[src/design/rng_defs.svh]
// offsets, field positions, reset values and timing counts of the random byte generator
`ifndef RNG_DEFS_SVH
`define RNG_DEFS_SVH

`define OFS_START_TRIGGER    12'h000
`define OFS_STOP_TRIGGER     12'h004
`define OFS_READY_EVENT_FLAG 12'h100
`define OFS_SHORTCUT_CONTROL 12'h200
`define OFS_IRQ_ENABLE_SET   12'h304
`define OFS_IRQ_ENABLE_CLEAR 12'h308
`define OFS_GENERATOR_CONFIG 12'h504
`define OFS_RANDOM_RESULT    12'h508

`define BIT_TRIGGER          0
`define BIT_READY_STOP       0
`define BIT_READY_IRQ        0
`define BIT_BIAS_CORRECTION  0

`define RST_RANDOM_RESULT    8'h00

`define CLK_FREQ_HZ          25000000
`define STARTUP_DELAY_US     128
`define STARTUP_CYCLES       ((`STARTUP_DELAY_US * (`CLK_FREQ_HZ / 1000) + 999) / 1000)
`define STARTUP_CNT_W        13

`endif

[src/design/rng_pkg.sv]
// types shared by the random byte generator files
package rng_pkg;

    typedef enum logic [1:0] {
        GEN_IDLE    = 2'b00,
        GEN_WARMUP  = 2'b01,
        GEN_RUNNING = 2'b10
    } gen_state_t;

    typedef struct packed {
        logic        cyc;
        logic        stb;
        logic        we;
        logic [3:0]  sel;
        logic [11:0] adr;
        logic [31:0] dat;
    } wb_req_t;

    typedef struct packed {
        logic        bit_val;
        logic        valid;
    } noise_t;

endpackage

[src/design/bias_corrector.sv]
// pairwise debiasing of the raw noise stream
`timescale 1ns/1ps
`default_nettype none

module bias_corrector (
    input  wire logic            clk_i,
    input  wire logic            rst_i,
    input  wire logic            clear_i,
    input  wire logic            enable_i,
    input  wire rng_pkg::noise_t raw_i,
    output var  rng_pkg::noise_t out_o
);
    import rng_pkg::*;

    typedef struct packed {
        logic   have_first;
        logic   first_bit;
        noise_t out;
    } bc_state_t;

    bc_state_t st;
    bc_state_t next_st;

    // pairs 01 and 10 give one bit, equal pairs are dropped, so the rate varies
    always_comb begin
        next_st           = st;
        next_st.out.valid = 1'b0;
        if (clear_i) begin
            next_st.have_first = 1'b0;
        end else if (raw_i.valid) begin
            if (!enable_i) begin
                next_st.out.valid   = 1'b1;
                next_st.out.bit_val = raw_i.bit_val;
            end else if (!st.have_first) begin
                next_st.have_first = 1'b1;
                next_st.first_bit  = raw_i.bit_val;
            end else begin
                next_st.have_first = 1'b0;
                if (st.first_bit != raw_i.bit_val) begin
                    next_st.out.valid   = 1'b1;
                    next_st.out.bit_val = st.first_bit;
                end
            end
        end
    end

    always_ff @(posedge clk_i) begin
        if (rst_i) begin
            st <= '0;
        end else begin
            st <= next_st;
        end
    end

    assign out_o = st.out;
endmodule

`default_nettype wire

[src/design/byte_assembler.sv]
// eight-bit shift stage that collects corrected bits into a byte
`timescale 1ns/1ps
`default_nettype none

module byte_assembler (
    input  wire logic            clk_i,
    input  wire logic            rst_i,
    input  wire logic            clear_i,
    input  wire rng_pkg::noise_t bit_i,
    output logic [7:0]           byte_o,
    output logic                 done_o
);
    import rng_pkg::*;

    typedef struct packed {
        logic [7:0] shreg;
        logic [2:0] count;
        logic [7:0] result;
        logic       done;
    } ba_state_t;

    ba_state_t st;
    ba_state_t next_st;

    // new bits enter at bit 0; the eighth bit completes a byte
    always_comb begin
        next_st      = st;
        next_st.done = 1'b0;
        if (clear_i) begin
            next_st.count = 3'h0;
        end else if (bit_i.valid) begin
            next_st.shreg = {st.shreg[6:0], bit_i.bit_val};
            next_st.count = st.count + 3'h1;
            if (st.count == 3'h7) begin
                next_st.result = {st.shreg[6:0], bit_i.bit_val};
                next_st.done   = 1'b1;
            end
        end
    end

    always_ff @(posedge clk_i) begin
        if (rst_i) begin
            st <= '0;
        end else begin
            st <= next_st;
        end
    end

    assign byte_o = st.result;
    assign done_o = st.done;
endmodule

`default_nettype wire

[src/design/true_random_byte_generator.sv]
// top of the random byte generator: wishbone registers, run control and result
// Operation
// - writing start trigger begins generation, writing stop trigger halts it
// - while running, bytes keep coming without further triggers
// - every loaded byte sets the ready event flag
// - result is overwritten by each new byte, read or not
// - corrected bits shift into an eight-bit stage, read in parallel
// - bias correction removes one/zero preference at a lower byte rate
// - interval between ready events varies; no fixed rate assumed
// - shortcut bit 0 makes each ready event also stop generation
// - writing 1 to enable-set turns the ready interrupt on; reads show it
// - writing 1 to enable-clear turns the ready interrupt off; reads show it
// - config bit 0 enables bias correction, reset 0
// - result register holds the byte in bits 7..0, upper bits zero
// - generation needs no seed, only the noise input
// - start waits about 128 us once, not between bytes
//
// Chosen here: the Wishbone register port.
`timescale 1ns/1ps
`default_nettype none
`include "rng_defs.svh"

module true_random_byte_generator
    import rng_pkg::*;
(
    input  wire logic         clk_i,
    input  wire logic         rst_i,
    input  wire logic         cyc_i,
    input  wire logic         stb_i,
    input  wire logic         we_i,
    input  wire logic [3:0]   sel_i,
    input  wire logic [11:0]  adr_i,
    input  wire logic [31:0]  dat_i,
    output logic [31:0]       dat_o,
    output logic              ack_o,
    output logic              err_o,
    input  wire logic         noise_bit_i,
    input  wire logic         noise_valid_i,
    output logic              irq_o,
    output logic              running_o
);
    import rng_pkg::*;

    // ==========================================================
    // register map
    // ==========================================================
    // every field except random_result (bits 7..0) sits in bit 0 of its 32-bit word; upper bits read zero
    //   0x000 start_trigger     write 1: leave idle and begin the warm-up
    //   0x004 stop_trigger      write 1: back to idle, a partial byte is lost
    //   0x100 ready_event_flag  set by each byte, cleared by writing 0
    //   0x200 shortcut_control  ready_stop_shortcut: a byte also stops the run
    //   0x304 irq_enable_set    write 1 sets the ready enable, reads it back
    //   0x308 irq_enable_clear  write 1 clears the ready enable, reads it back
    //   0x504 generator_config  bias_correction_enable
    //   0x508 random_result     latest whole byte, read only
    // triggers read as zero; only byte lane 0 gates writes
    // any other offset is answered with err and changes nothing

    // ==========================================================
    // notes for users
    // ==========================================================
    // - the byte rate follows the noise strobe and, with correction on,
    //   the share of unequal pairs; software waits for the flag,
    //   never for a fixed number of cycles
    // - a stop during warm-up or mid-byte loses only the partial byte;
    //   the result register keeps the last whole byte
    // - a byte and a clear of the flag in one cycle leave the flag set,
    //   so no event is lost, at the cost of one extra interrupt
    // - no seed exists: after reset the result reads zero until the
    //   first byte of a run has been collected
    // - the warm-up is counted in clock cycles, so it scales with the clock

    // ==========================================================
    // state
    // ==========================================================
    typedef struct packed {
        // run control
        gen_state_t                 gen;
        logic [`STARTUP_CNT_W-1:0]  warm_cnt;
        // software-visible fields
        logic                       ready_flag;
        logic                       ready_stop;
        logic                       irq_en;
        logic                       bias_en;
        logic [7:0]                 result;
        // bus answer
        logic [31:0]                rdata;
        logic                       ack;
        logic                       err;
        // output pins
        logic                       irq;
        logic                       running;
    } top_state_t;

    top_state_t st;
    top_state_t next_st;

    // bus request and the links between the two datapath stages
    wb_req_t    req;
    noise_t     raw;
    noise_t     fixed_bit;
    logic [7:0] new_byte;
    logic       byte_done;
    logic       gen_clear;

    // last warm-up count; the counter starts at zero on the start write
    localparam logic [`STARTUP_CNT_W-1:0] WARM_LAST = `STARTUP_CNT_W'(`STARTUP_CYCLES - 1);

    // ==========================================================
    // bus request and noise capture
    // ==========================================================
    assign req.cyc = cyc_i;
    assign req.stb = stb_i;
    assign req.we  = we_i;
    assign req.sel = sel_i;
    assign req.adr = adr_i;
    assign req.dat = dat_i;

    // noise accepted only while producing; no seed register exists.
    // bits offered during the warm-up are dropped, so the first byte of a
    // run is built from noise taken after the source has settled
    assign raw.bit_val = noise_bit_i;
    assign raw.valid   = noise_valid_i && (st.gen == GEN_RUNNING);

    // partial bytes are thrown away whenever not running
    assign gen_clear = (st.gen != GEN_RUNNING);

    // ==========================================================
    // datapath
    // ==========================================================
    // pairs first, then bytes; each stage adds one register of latency
    bias_corrector bias_corrector_inst (
        .clk_i    (clk_i),
        .rst_i    (rst_i),
        .clear_i  (gen_clear),
        .enable_i (st.bias_en),
        .raw_i    (raw),
        .out_o    (fixed_bit)
    );

    byte_assembler byte_assembler_inst (
        .clk_i   (clk_i),
        .rst_i   (rst_i),
        .clear_i (gen_clear),
        .bit_i   (fixed_bit),
        .byte_o  (new_byte),
        .done_o  (byte_done)
    );

    // ==========================================================
    // address decode
    // ==========================================================
    // true for the eight offsets that answer with ack
    function automatic logic is_mapped(input logic [11:0] adr);
        case (adr)
            `OFS_START_TRIGGER,
            `OFS_STOP_TRIGGER,
            `OFS_READY_EVENT_FLAG,
            `OFS_SHORTCUT_CONTROL,
            `OFS_IRQ_ENABLE_SET,
            `OFS_IRQ_ENABLE_CLEAR,
            `OFS_GENERATOR_CONFIG,
            `OFS_RANDOM_RESULT: is_mapped = 1'b1;
            default: is_mapped = 1'b0;
        endcase
    endfunction

    // a write of 1 into one bit of one register, gated by byte lane 0
    function automatic logic wr_one(input wb_req_t r, input logic [11:0] ofs, input int pos);
        wr_one = (r.adr == ofs) && r.sel[0] && r.dat[pos];
    endfunction

    // ==========================================================
    // request decode
    // ==========================================================
    // a request seen while no answer stands is taken on that edge and
    // answered one cycle later; the answer lasts a single cycle, so a
    // master that keeps stb up past its ack is taken again one cycle after the ack.
    // writes act on the taking edge; read data is registered with ack.
    logic bus_take;
    logic bus_mapped;
    logic bus_write;
    logic bus_read;

    assign bus_take   = req.cyc && req.stb && !st.ack && !st.err;
    assign bus_mapped = is_mapped(req.adr);
    assign bus_write  = bus_take && req.we && bus_mapped;
    assign bus_read   = bus_take && !req.we;

    // one word of read data with a single field in bit 0
    function automatic logic [31:0] flag_word(input logic b);
        flag_word = {31'h0000_0000, b};
    endfunction

    // ==========================================================
    // next state
    // ==========================================================
    always_comb begin
        logic take;
        logic do_wr;
        logic start_hit;
        logic stop_hit;
        logic loaded;
        take      = 1'b0;
        do_wr     = 1'b0;
        start_hit = 1'b0;
        stop_hit  = 1'b0;
        loaded    = 1'b0;
        next_st   = st;

        // ==========================================================
        // bus answer
        // one-cycle ack; the cycle after an ack is always idle on the bus
        take        = bus_take;
        do_wr       = bus_write;
        next_st.ack = take && bus_mapped;
        next_st.err = take && !bus_mapped;

        start_hit = do_wr && wr_one(req, `OFS_START_TRIGGER, `BIT_TRIGGER);
        stop_hit  = do_wr && wr_one(req, `OFS_STOP_TRIGGER, `BIT_TRIGGER);

        // byte arrival only counts while running; no rate assumed
        loaded = byte_done && (st.gen == GEN_RUNNING);

        // ==========================================================
        // control registers
        // only byte lane 0 carries fields, so other lanes change nothing
        if (do_wr && req.sel[0]) begin
            case (req.adr)
                `OFS_SHORTCUT_CONTROL: begin
                    // obeyed from the next byte on
                    next_st.ready_stop = req.dat[`BIT_READY_STOP];
                end
                `OFS_GENERATOR_CONFIG: begin
                    // best changed while stopped: a half pair survives the switch
                    next_st.bias_en = req.dat[`BIT_BIAS_CORRECTION];
                end
                `OFS_IRQ_ENABLE_SET: begin
                    // set and clear registers let software touch one enable safely
                    if (req.dat[`BIT_READY_IRQ]) begin
                        next_st.irq_en = 1'b1;
                    end
                end
                `OFS_IRQ_ENABLE_CLEAR: begin
                    if (req.dat[`BIT_READY_IRQ]) begin
                        next_st.irq_en = 1'b0;
                    end
                end
                `OFS_READY_EVENT_FLAG: begin
                    // writing 1 does nothing, so a copy-back cannot raise the flag
                    if (!req.dat[0]) begin
                        next_st.ready_flag = 1'b0;
                    end
                end
                default: ;
            endcase
        end

        // ==========================================================
        // result and event; a new byte wins over a same-cycle clear
        if (loaded) begin
            next_st.result     = new_byte;
            next_st.ready_flag = 1'b1;
        end

        // ==========================================================
        // run control; stop wins over a simultaneous start
        case (st.gen)
            GEN_IDLE: begin
                // a stop while idle is only acknowledged
                if (start_hit && !stop_hit) begin
                    next_st.gen      = GEN_WARMUP;
                    next_st.warm_cnt = '0;
                end
            end
            GEN_WARMUP: begin
                // counted in clock cycles: another clock rate needs new timing counts
                if (stop_hit) begin
                    next_st.gen = GEN_IDLE;
                end else if (st.warm_cnt == WARM_LAST) begin
                    next_st.gen = GEN_RUNNING;
                end else begin
                    next_st.warm_cnt = st.warm_cnt + `STARTUP_CNT_W'(1);
                end
            end
            GEN_RUNNING: begin
                // stays running across bytes with no new warm-up
                if (stop_hit || (loaded && st.ready_stop)) begin
                    next_st.gen = GEN_IDLE;
                end
            end
            default: next_st.gen = GEN_IDLE;
        endcase

        // ==========================================================
        // read data, registered with the ack
        // triggers and unmapped offsets read as zero
        next_st.rdata = 32'h0000_0000;
        if (bus_read) begin
            case (req.adr)
                `OFS_READY_EVENT_FLAG: next_st.rdata = flag_word(st.ready_flag);
                `OFS_SHORTCUT_CONTROL: next_st.rdata = flag_word(st.ready_stop);
                `OFS_IRQ_ENABLE_SET:   next_st.rdata = flag_word(st.irq_en);
                `OFS_IRQ_ENABLE_CLEAR: next_st.rdata = flag_word(st.irq_en);
                `OFS_GENERATOR_CONFIG: next_st.rdata = flag_word(st.bias_en);
                `OFS_RANDOM_RESULT:    next_st.rdata = {24'h0, st.result};
                default:               next_st.rdata = 32'h0000_0000;
            endcase
        end

        // level interrupt from the next flag and enable
        next_st.irq = next_st.ready_flag && next_st.irq_en;

        // status pin kept as its own flop rather than a decode of the state
        next_st.running = (next_st.gen == GEN_RUNNING);
    end

    // ==========================================================
    // registers
    // ==========================================================
    // synchronous reset: every field clears, so pins and enables start low
    always_ff @(posedge clk_i) begin
        if (rst_i) begin
            st        <= '0;
            st.gen    <= GEN_IDLE;
            st.result <= `RST_RANDOM_RESULT;
        end else begin
            st <= next_st;
        end
    end

    // outputs straight from flip-flops
    assign dat_o     = st.rdata;
    assign ack_o     = st.ack;
    assign err_o     = st.err;
    assign irq_o     = st.irq;
    assign running_o = st.running;
endmodule

`default_nettype wire

[config.mk]
export PLATFORM = sky130hd
export DESIGN_NAME = true_random_byte_generator
export DESIGN_NICKNAME = d
export VERILOG_FILES = /design/src/design/rng_pkg.sv /design/src/design/bias_corrector.sv /design/src/design/byte_assembler.sv /design/src/design/true_random_byte_generator.sv
export VERILOG_INCLUDE_DIRS = /design/src /design/src/design
export SDC_FILE = /design/constraint.sdc
export NUM_CORES = 1
export LEC_CHECK = 0
export BUFFER_PORTS_ARGS = -buffer_cell sky130_fd_sc_hd__buf_2
export CAP_MARGIN = 15
export CORE_MARGIN = 2
export CORE_UTILIZATION = 46
export DETAILED_ROUTE_END_ITERATION = 10
export GPL_TIMING_DRIVEN = 0
export PLACE_DENSITY = 0.84
export SLEW_MARGIN = 10
export SYNTH_ARGS = -nofsm -noshare
export SYNTH_HDL_FRONTEND = slang
export SYNTH_SLANG_ARGS = --single-unit
[constraint.sdc]
create_clock -name clk_i -period 1.73 [get_ports clk_i]
set_input_delay 0.346 -clock clk_i [delete_from_list [all_inputs] [get_ports clk_i]]
set_output_delay 0.346 -clock clk_i [all_outputs]
set_load 0.03 [all_outputs]
# Word-level counts from Yosys, hierarchy flattened
# Index checks and enable logic that the tools add are counted.
# totals
reg_bits	86
in_bits	55
output_inout_bits	36
# op_classes
addsub	2
n_eq_ne	19
muxes	24
bitwise	5
reduce_logical	43
# ops
cell	count
$pmux 8 s5	1
$eq 12x10->1 const B	3
$mux 13	2
$pmux 13 s2	1
$eq 12x11->1 const B	2
$logic_and 1x1->1	20
$mux 15	1
$add 13x1->13 const B	1
$eq 13x12->1 const B	1
$eq 12x3->1 const B	1
$eq 12x9->1 const B	1
$logic_not 12->1	1
$mux 2	6
$reduce_and 4->1	3
$mux 1	10
$ne 2x2->1 const B	4
$reduce_and 2->1	4
$reduce_or 8->1	1
$pmux 2 s3	1
$reduce_or 2->1	3
$reduce_or 3->1	2
$logic_not 1->1	5
$not 1->1	5
$eq 2x2->1 const B	2
11 further kinds	12

# Longest topological paths before layout
# logic_depth
depth_word	11
depth_mapped	7
depth_no_buf	6

# By module
# A second synthesis with hierarchy kept.
# hier_totals
cells_unflattened	355
hier_area_um2	3264.4
# modules_own_cells
mod	n_inst	cells_per_inst	area_per_inst_um2	seq_area_each_um2
true_random_byte_generator	1	242	2220.9	780.7
byte_assembler	1	89	804.5	380.4
bias_corrector	1	24	239.0	80.1

# Least setup slack after synthesis
# Ideal clock, no wire load.
# synth_timing
kind	reg2reg
from	reg st, in the netlist err_o
to	reg st[54] (netlist name)
arrival_time_ps	1751
required_ps	1661
path_slack_ps	-90
stages_incl_launch_ff	6
cell_sequence	dfxtp_1 and4bb_2 and4b_4 a211o_1 or3_1 o21ai_1
# synth_between
elab_chain_cells	9
word_cells_on_any_way	11
# synth_lines
element	line	text
start, declared	true_random_byte_generator.sv:95	top_state_t st;
start signal, assigned	true_random_byte_generator.sv:328	st <= next_st;
$logic_not 1->1 *	true_random_byte_generator.sv:185	assign bus_take = req.cyc && req.stb && !st.ack && !st.err;
$logic_and 1x1->1 *	true_random_byte_generator.sv:185	
$logic_and 1x1->1 * (2 in a row)	true_random_byte_generator.sv:187	assign bus_write = bus_take && req.we && bus_mapped;
$logic_and 1x1->1	true_random_byte_generator.sv:220	stop_hit = do_wr && wr_one(req, `OFS_STOP_TRIGGER, `BIT_TRIGGER);
$logic_not 1->1	true_random_byte_generator.sv:271	if (start_hit && !stop_hit) begin
$logic_and 1x1->1	true_random_byte_generator.sv:271	
$ne 2x2->1 (no line)	--	
$reduce_and 4->1 (no line) *	--	
# Mark *: on every way between the ends. The rest lies on a longest branch, timed or not.
# A chain may end at the register's enable or synchronous reset.

# Worst setup path in the final report
# layout_timing
from	reg st[55] (netlist name)
to	reg st[57] (netlist name)
# layout_between
elab_chain_cells	4
word_cells_on_any_way	7
# layout_lines
element	line	text
$add 13x1->13	true_random_byte_generator.sv:283	next_st.warm_cnt = st.warm_cnt + `STARTUP_CNT_W'(1);
$mux 13	true_random_byte_generator.sv:280	end else if (st.warm_cnt == WARM_LAST) begin
$mux 13	true_random_byte_generator.sv:278	if (stop_hit) begin
$pmux 13 s2	true_random_byte_generator.sv:268	case (st.gen)
# Several ways; a longest one is shown, not always the timed one. The select of a mux whose other input is x is not followed.

==> results <==
- The flow ran to the end, but the final reports show violations.
- The checks that failed: setup timing.
- The floorplan has 29 rows.
- After global routing the overflow that remains totals 0.
- The cell count after synthesis is 361.
- The remaining number of nets flagged by the antenna check after routing is 0.
- The met1 routing resource usage after global routing is 21.3%.
- The register bit count reported by yosys is 62.
- The worst-margin pin slew is 0.579 ns.
- The initial core utilization is 47.8%.
- The most utilized layer in the global route result is met2.
- The H-tree generated during clock tree synthesis spans 3 levels.
- In the global route stage, met2 resource usage came out at 29.5%.
- The I/O pin count is 91.
- From left edge to right edge, the die measures 85.5 um.
- For this run, the post-layout net count is 489.
- In the synthesized netlist the async set-or-reset flop fraction comes to 0%.
- The required arrival time at the worst endpoint is 1.97 ns.
- The share of final-layout standard cells stronger than drive strength 1 is 28.1%.
- The initial DRC count is approximately 170.
- The via count of the first global-routing pass is 2347.
- Summed over all nets, the half-perimeter wirelength after detailed placement is between 4000 and 5000 um.
- From synthesis to final layout, the design area changed by 21.5%.
- The type of element capturing the critical path is a register.
- Clock tree synthesis inserted a total of 9 buffers.
- The count of clock tree sinks is 62.
- The initial antenna violation count was 0.
- The shortest clock period the worst path allows after layout is 1.78 ns.
- The pin count of the biggest net entering global routing is 12.
- The root buffer cell is sky130_fd_sc_hd__clkbuf_8.
- The clock passes through at most 2 buffers.
- The cell area that synthesis handed to floorplanning was 3060 um2.
- The number of different library cells used by synthesis comes to 57.
- The synthesized design contains 0 enable-type register cells.
- The library cells used most frequently in the layout, excluding fill and tap cells, are 56 x sky130_fd_sc_hd__dfxtp_1, 48 x sky130_fd_sc_hd__nand2_1, 37 x sky130_fd_sc_hd__buf_4.
- The area inside the core boundary is roughly 6400 um2.
- At the end of routability-driven placement, the weighted congestion stood at 0.895.
- Buffers inserted to repair hold after CTS numbered 0.
- The critical path data arrival time is 2.02 ns.
- Clock latency on the worst-skew pair, taken at its later pin, is ~0.35 ns.
- The primary flip-flop cell chosen by synthesis mapping is sky130_fd_sc_hd__dfxtp_1.
- The critical path launch point type is a register.
- The leakage power is 1.48 nW.
- Dividing the detail-routed wire length by the instance count gives 12.9 um.
- The final number of hold-violating endpoints is 0.
- Yosys printed 0 warnings.
- The worst hold path class is input pin to register.
- Leaving out fill and tap cells, the most frequent cell in the layout is sky130_fd_sc_hd__dfxtp_1.
- Setup violations remaining at the end of the flow were counted as 4.
- The type of the worst setup path is register to register.
- For met3 alone, demand over resource in global routing was 5.87%.
- The number of max-cap violations is 0.
- Setup repair after global routing could not meet its margin everywhere.
- The first detailed-routing pass ran for 4 iterations.
- The number of buffers added on ports is 29.
- Dividing the detail-routed via count by the number of cells gives 5.37.
- The number of diodes is 0.
- The power per standard cell area is about 780 nW/um2.
- The max-slew violation count is 0.
- The final routed DRC violation total is 0.
- After clock tree synthesis, the clock-pin slew on the worst setup and hold paths is 0.07 ns.
- Of the synthesized area, sequential elements account for 40.6%.
- The total via count after detailed routing is 2744.
- The highest attainable clock frequency is 0.563 GHz.
- The all-layer global routing usage is between 10% and 20%.
- The worst pin sits at a relative slew slack of 61.3%.
- In this run the mean area of a mapped cell was ~8.5 um2.
- The total power draw is around 0.0029 W.
- In the finished design, the share of the clock period the worst path needs comes to 103%.
- The post-route setup TNS is -0.109 ns.
- The die covers 7310 um2.
- The first-pass GRT wire length is between 10000 and 15000 um.
- The vertical die dimension is roughly 86 um.
- The worst clock skew is 0.00613 ns.
- Along the worst path, the maximum fanout reaches 5.
- VDD sags by at most approximately 570 uV.
- Wires add up to 6580 um.
- The clock tree from TritonCTS is built.
- After layout, the worst setup slack is -0.0464 ns.
-- power by group --
| part | total, W | switching, W | internal, W |
|---|---|---|---|
| Sequential | 0.00143 | 0.000000282 | 0.00143 |
| Clock | 0.00123 | 0.000573 | 0.000653 |
| Combinational | 0.000244 | 0.000156 | 0.0000886 |
| Total | 0.00290 | 0.000729 | 0.00217 |
-- what timing repair did --
action                                  CTS  global route
pin swaps                                 0             5
gates cloned                              0             1
gates resized for setup                   8            17
endpoints found under the setup margin   22            22
setup buffers                             1             4
-- critical path, stage by stage (launching register included) --
cell and delay, ns:
sky130_fd_sc_hd__dfxtp_4 0.36, sky130_fd_sc_hd__or3_4 0.39, sky130_fd_sc_hd__o41ai_2 0.35, sky130_fd_sc_hd__a21o_2 0.17, sky130_fd_sc_hd__buf_6 0.13, sky130_fd_sc_hd__nand2_4 0.05, sky130_fd_sc_hd__a32o_1 0.21
-- through the flow --
stage,area [um2],hold slack [ns],cells,setup slack (ns),utilization (%)
floorplan,3140,0.425,384,0.00854,-
global placement,3390,0.436,490,-0.173,53.0
detailed placement,3390,0.443,490,-0.238,53.0
CTS,3610,0.280,506,-0.0761,56.5
global route,3710,0.277,511,-0.0888,58.1
finish,3710,0.281,511,-0.0464,58.1
-- synth_stat cells (2+ instances only) --
cell type / instances / area share (%)
sky130_fd_sc_hd__dfxtp_1: 62 / 41
sky130_fd_sc_hd__nand2_1: 48 / 5.9
sky130_fd_sc_hd__buf_4: 32 / 7.9
sky130_fd_sc_hd__a21oi_1: 31 / 5.1
sky130_fd_sc_hd__nand3_1: 25 / 4.1
sky130_fd_sc_hd__nor2_1: 20 / 2.5
sky130_fd_sc_hd__nor3_1: 14 / 2.3
sky130_fd_sc_hd__inv_1: 9 / 1.1
sky130_fd_sc_hd__and2_1: 8 / 1.6
sky130_fd_sc_hd__mux2i_1: 7 / 2.3
sky130_fd_sc_hd__nand2b_1: 6 / 1.2
sky130_fd_sc_hd__nand4_1: 6 / 1.2
sky130_fd_sc_hd__or3_1: 6 / 1.2
sky130_fd_sc_hd__a22oi_1: 5 / 1.2
sky130_fd_sc_hd__and3_1: 5 / 1.0
sky130_fd_sc_hd__clkbuf_1: 5 / 0.61
sky130_fd_sc_hd__nor2b_1: 5 / 1.0
sky130_fd_sc_hd__o21ai_1: 5 / 0.82
sky130_fd_sc_hd__ha_1: 4 / 1.6
sky130_fd_sc_hd__nor3b_1: 4 / 0.98
sky130_fd_sc_hd__o21ai_0: 4 / 0.66
sky130_fd_sc_hd__xnor2_1: 4 / 1.1
sky130_fd_sc_hd__a21o_1: 3 / 0.74
sky130_fd_sc_hd__buf_1: 3 / 0.37
sky130_fd_sc_hd__buf_6: 3 / 1.1
sky130_fd_sc_hd__nor4_1: 3 / 0.61
sky130_fd_sc_hd__o2bb2ai_1: 3 / 0.86
sky130_fd_sc_hd__nor4_4: 2 / 1.4
-- path summary, 6_finish.rpt --
kind	startpoint	to	slack [ns]	depth (start not counted)
setup / recovery	st[55]	st[57]	-0.05	6
hold / removal	we_i	dat_o[0]	0.28	2
setup reg to reg	st[55]	st[57]	-0.05	6
hold reg to reg	byte_assembler_inst.byte_o[2]	st[38]	0.45	2
-- registers in the layout, indices dropped and copies added, names as in the netlist --
signal,flops
ack_o,1
bias_corrector_inst.out_o,2
bias_corrector_inst.st,2
byte_assembler_inst.byte_o,8
byte_assembler_inst.done_o,1
byte_assembler_inst.st,10
dat_o,8
err_o,1
irq_o,1
running_o,1
st,27
-- kinds of logic (layout without fill, tap and decap cells) --
group                      Yosys count  in the layout  share of synthesized area [%]
and+or+nand+nor                    166            166                           29.4
buffers and inverters               54            104                           11.4
other                                1             24                          0.123
muxes                                7              7                           2.29
xor gates and xnor gates             4              4                           1.15
DFF                                 62             62                           40.6
adders and majority gates            5              5                           1.97
AOI/OAI and AO/OA                   62             62                           13.1
-- layer usage --
layer	wire (um)	share of wire [%]	vias to the layer above
met3	479	7.3	15
met2	3210	49	119
met5	0	0	-
met1	2770	42	1263
met4	120	1.8	0
li1	-	-	1347
-- cell type report --
type	instances	area [um2]
sequential	62	1250
clock buffer	9	124
buffer	45	315
fill	560	2670
timing repair buffer	35	188
clock inverter	6	63.8
inverter	9	33.8
tap	77	96.3
multi-input combinational	268	1640
Power figures use the tool's default switching activity.
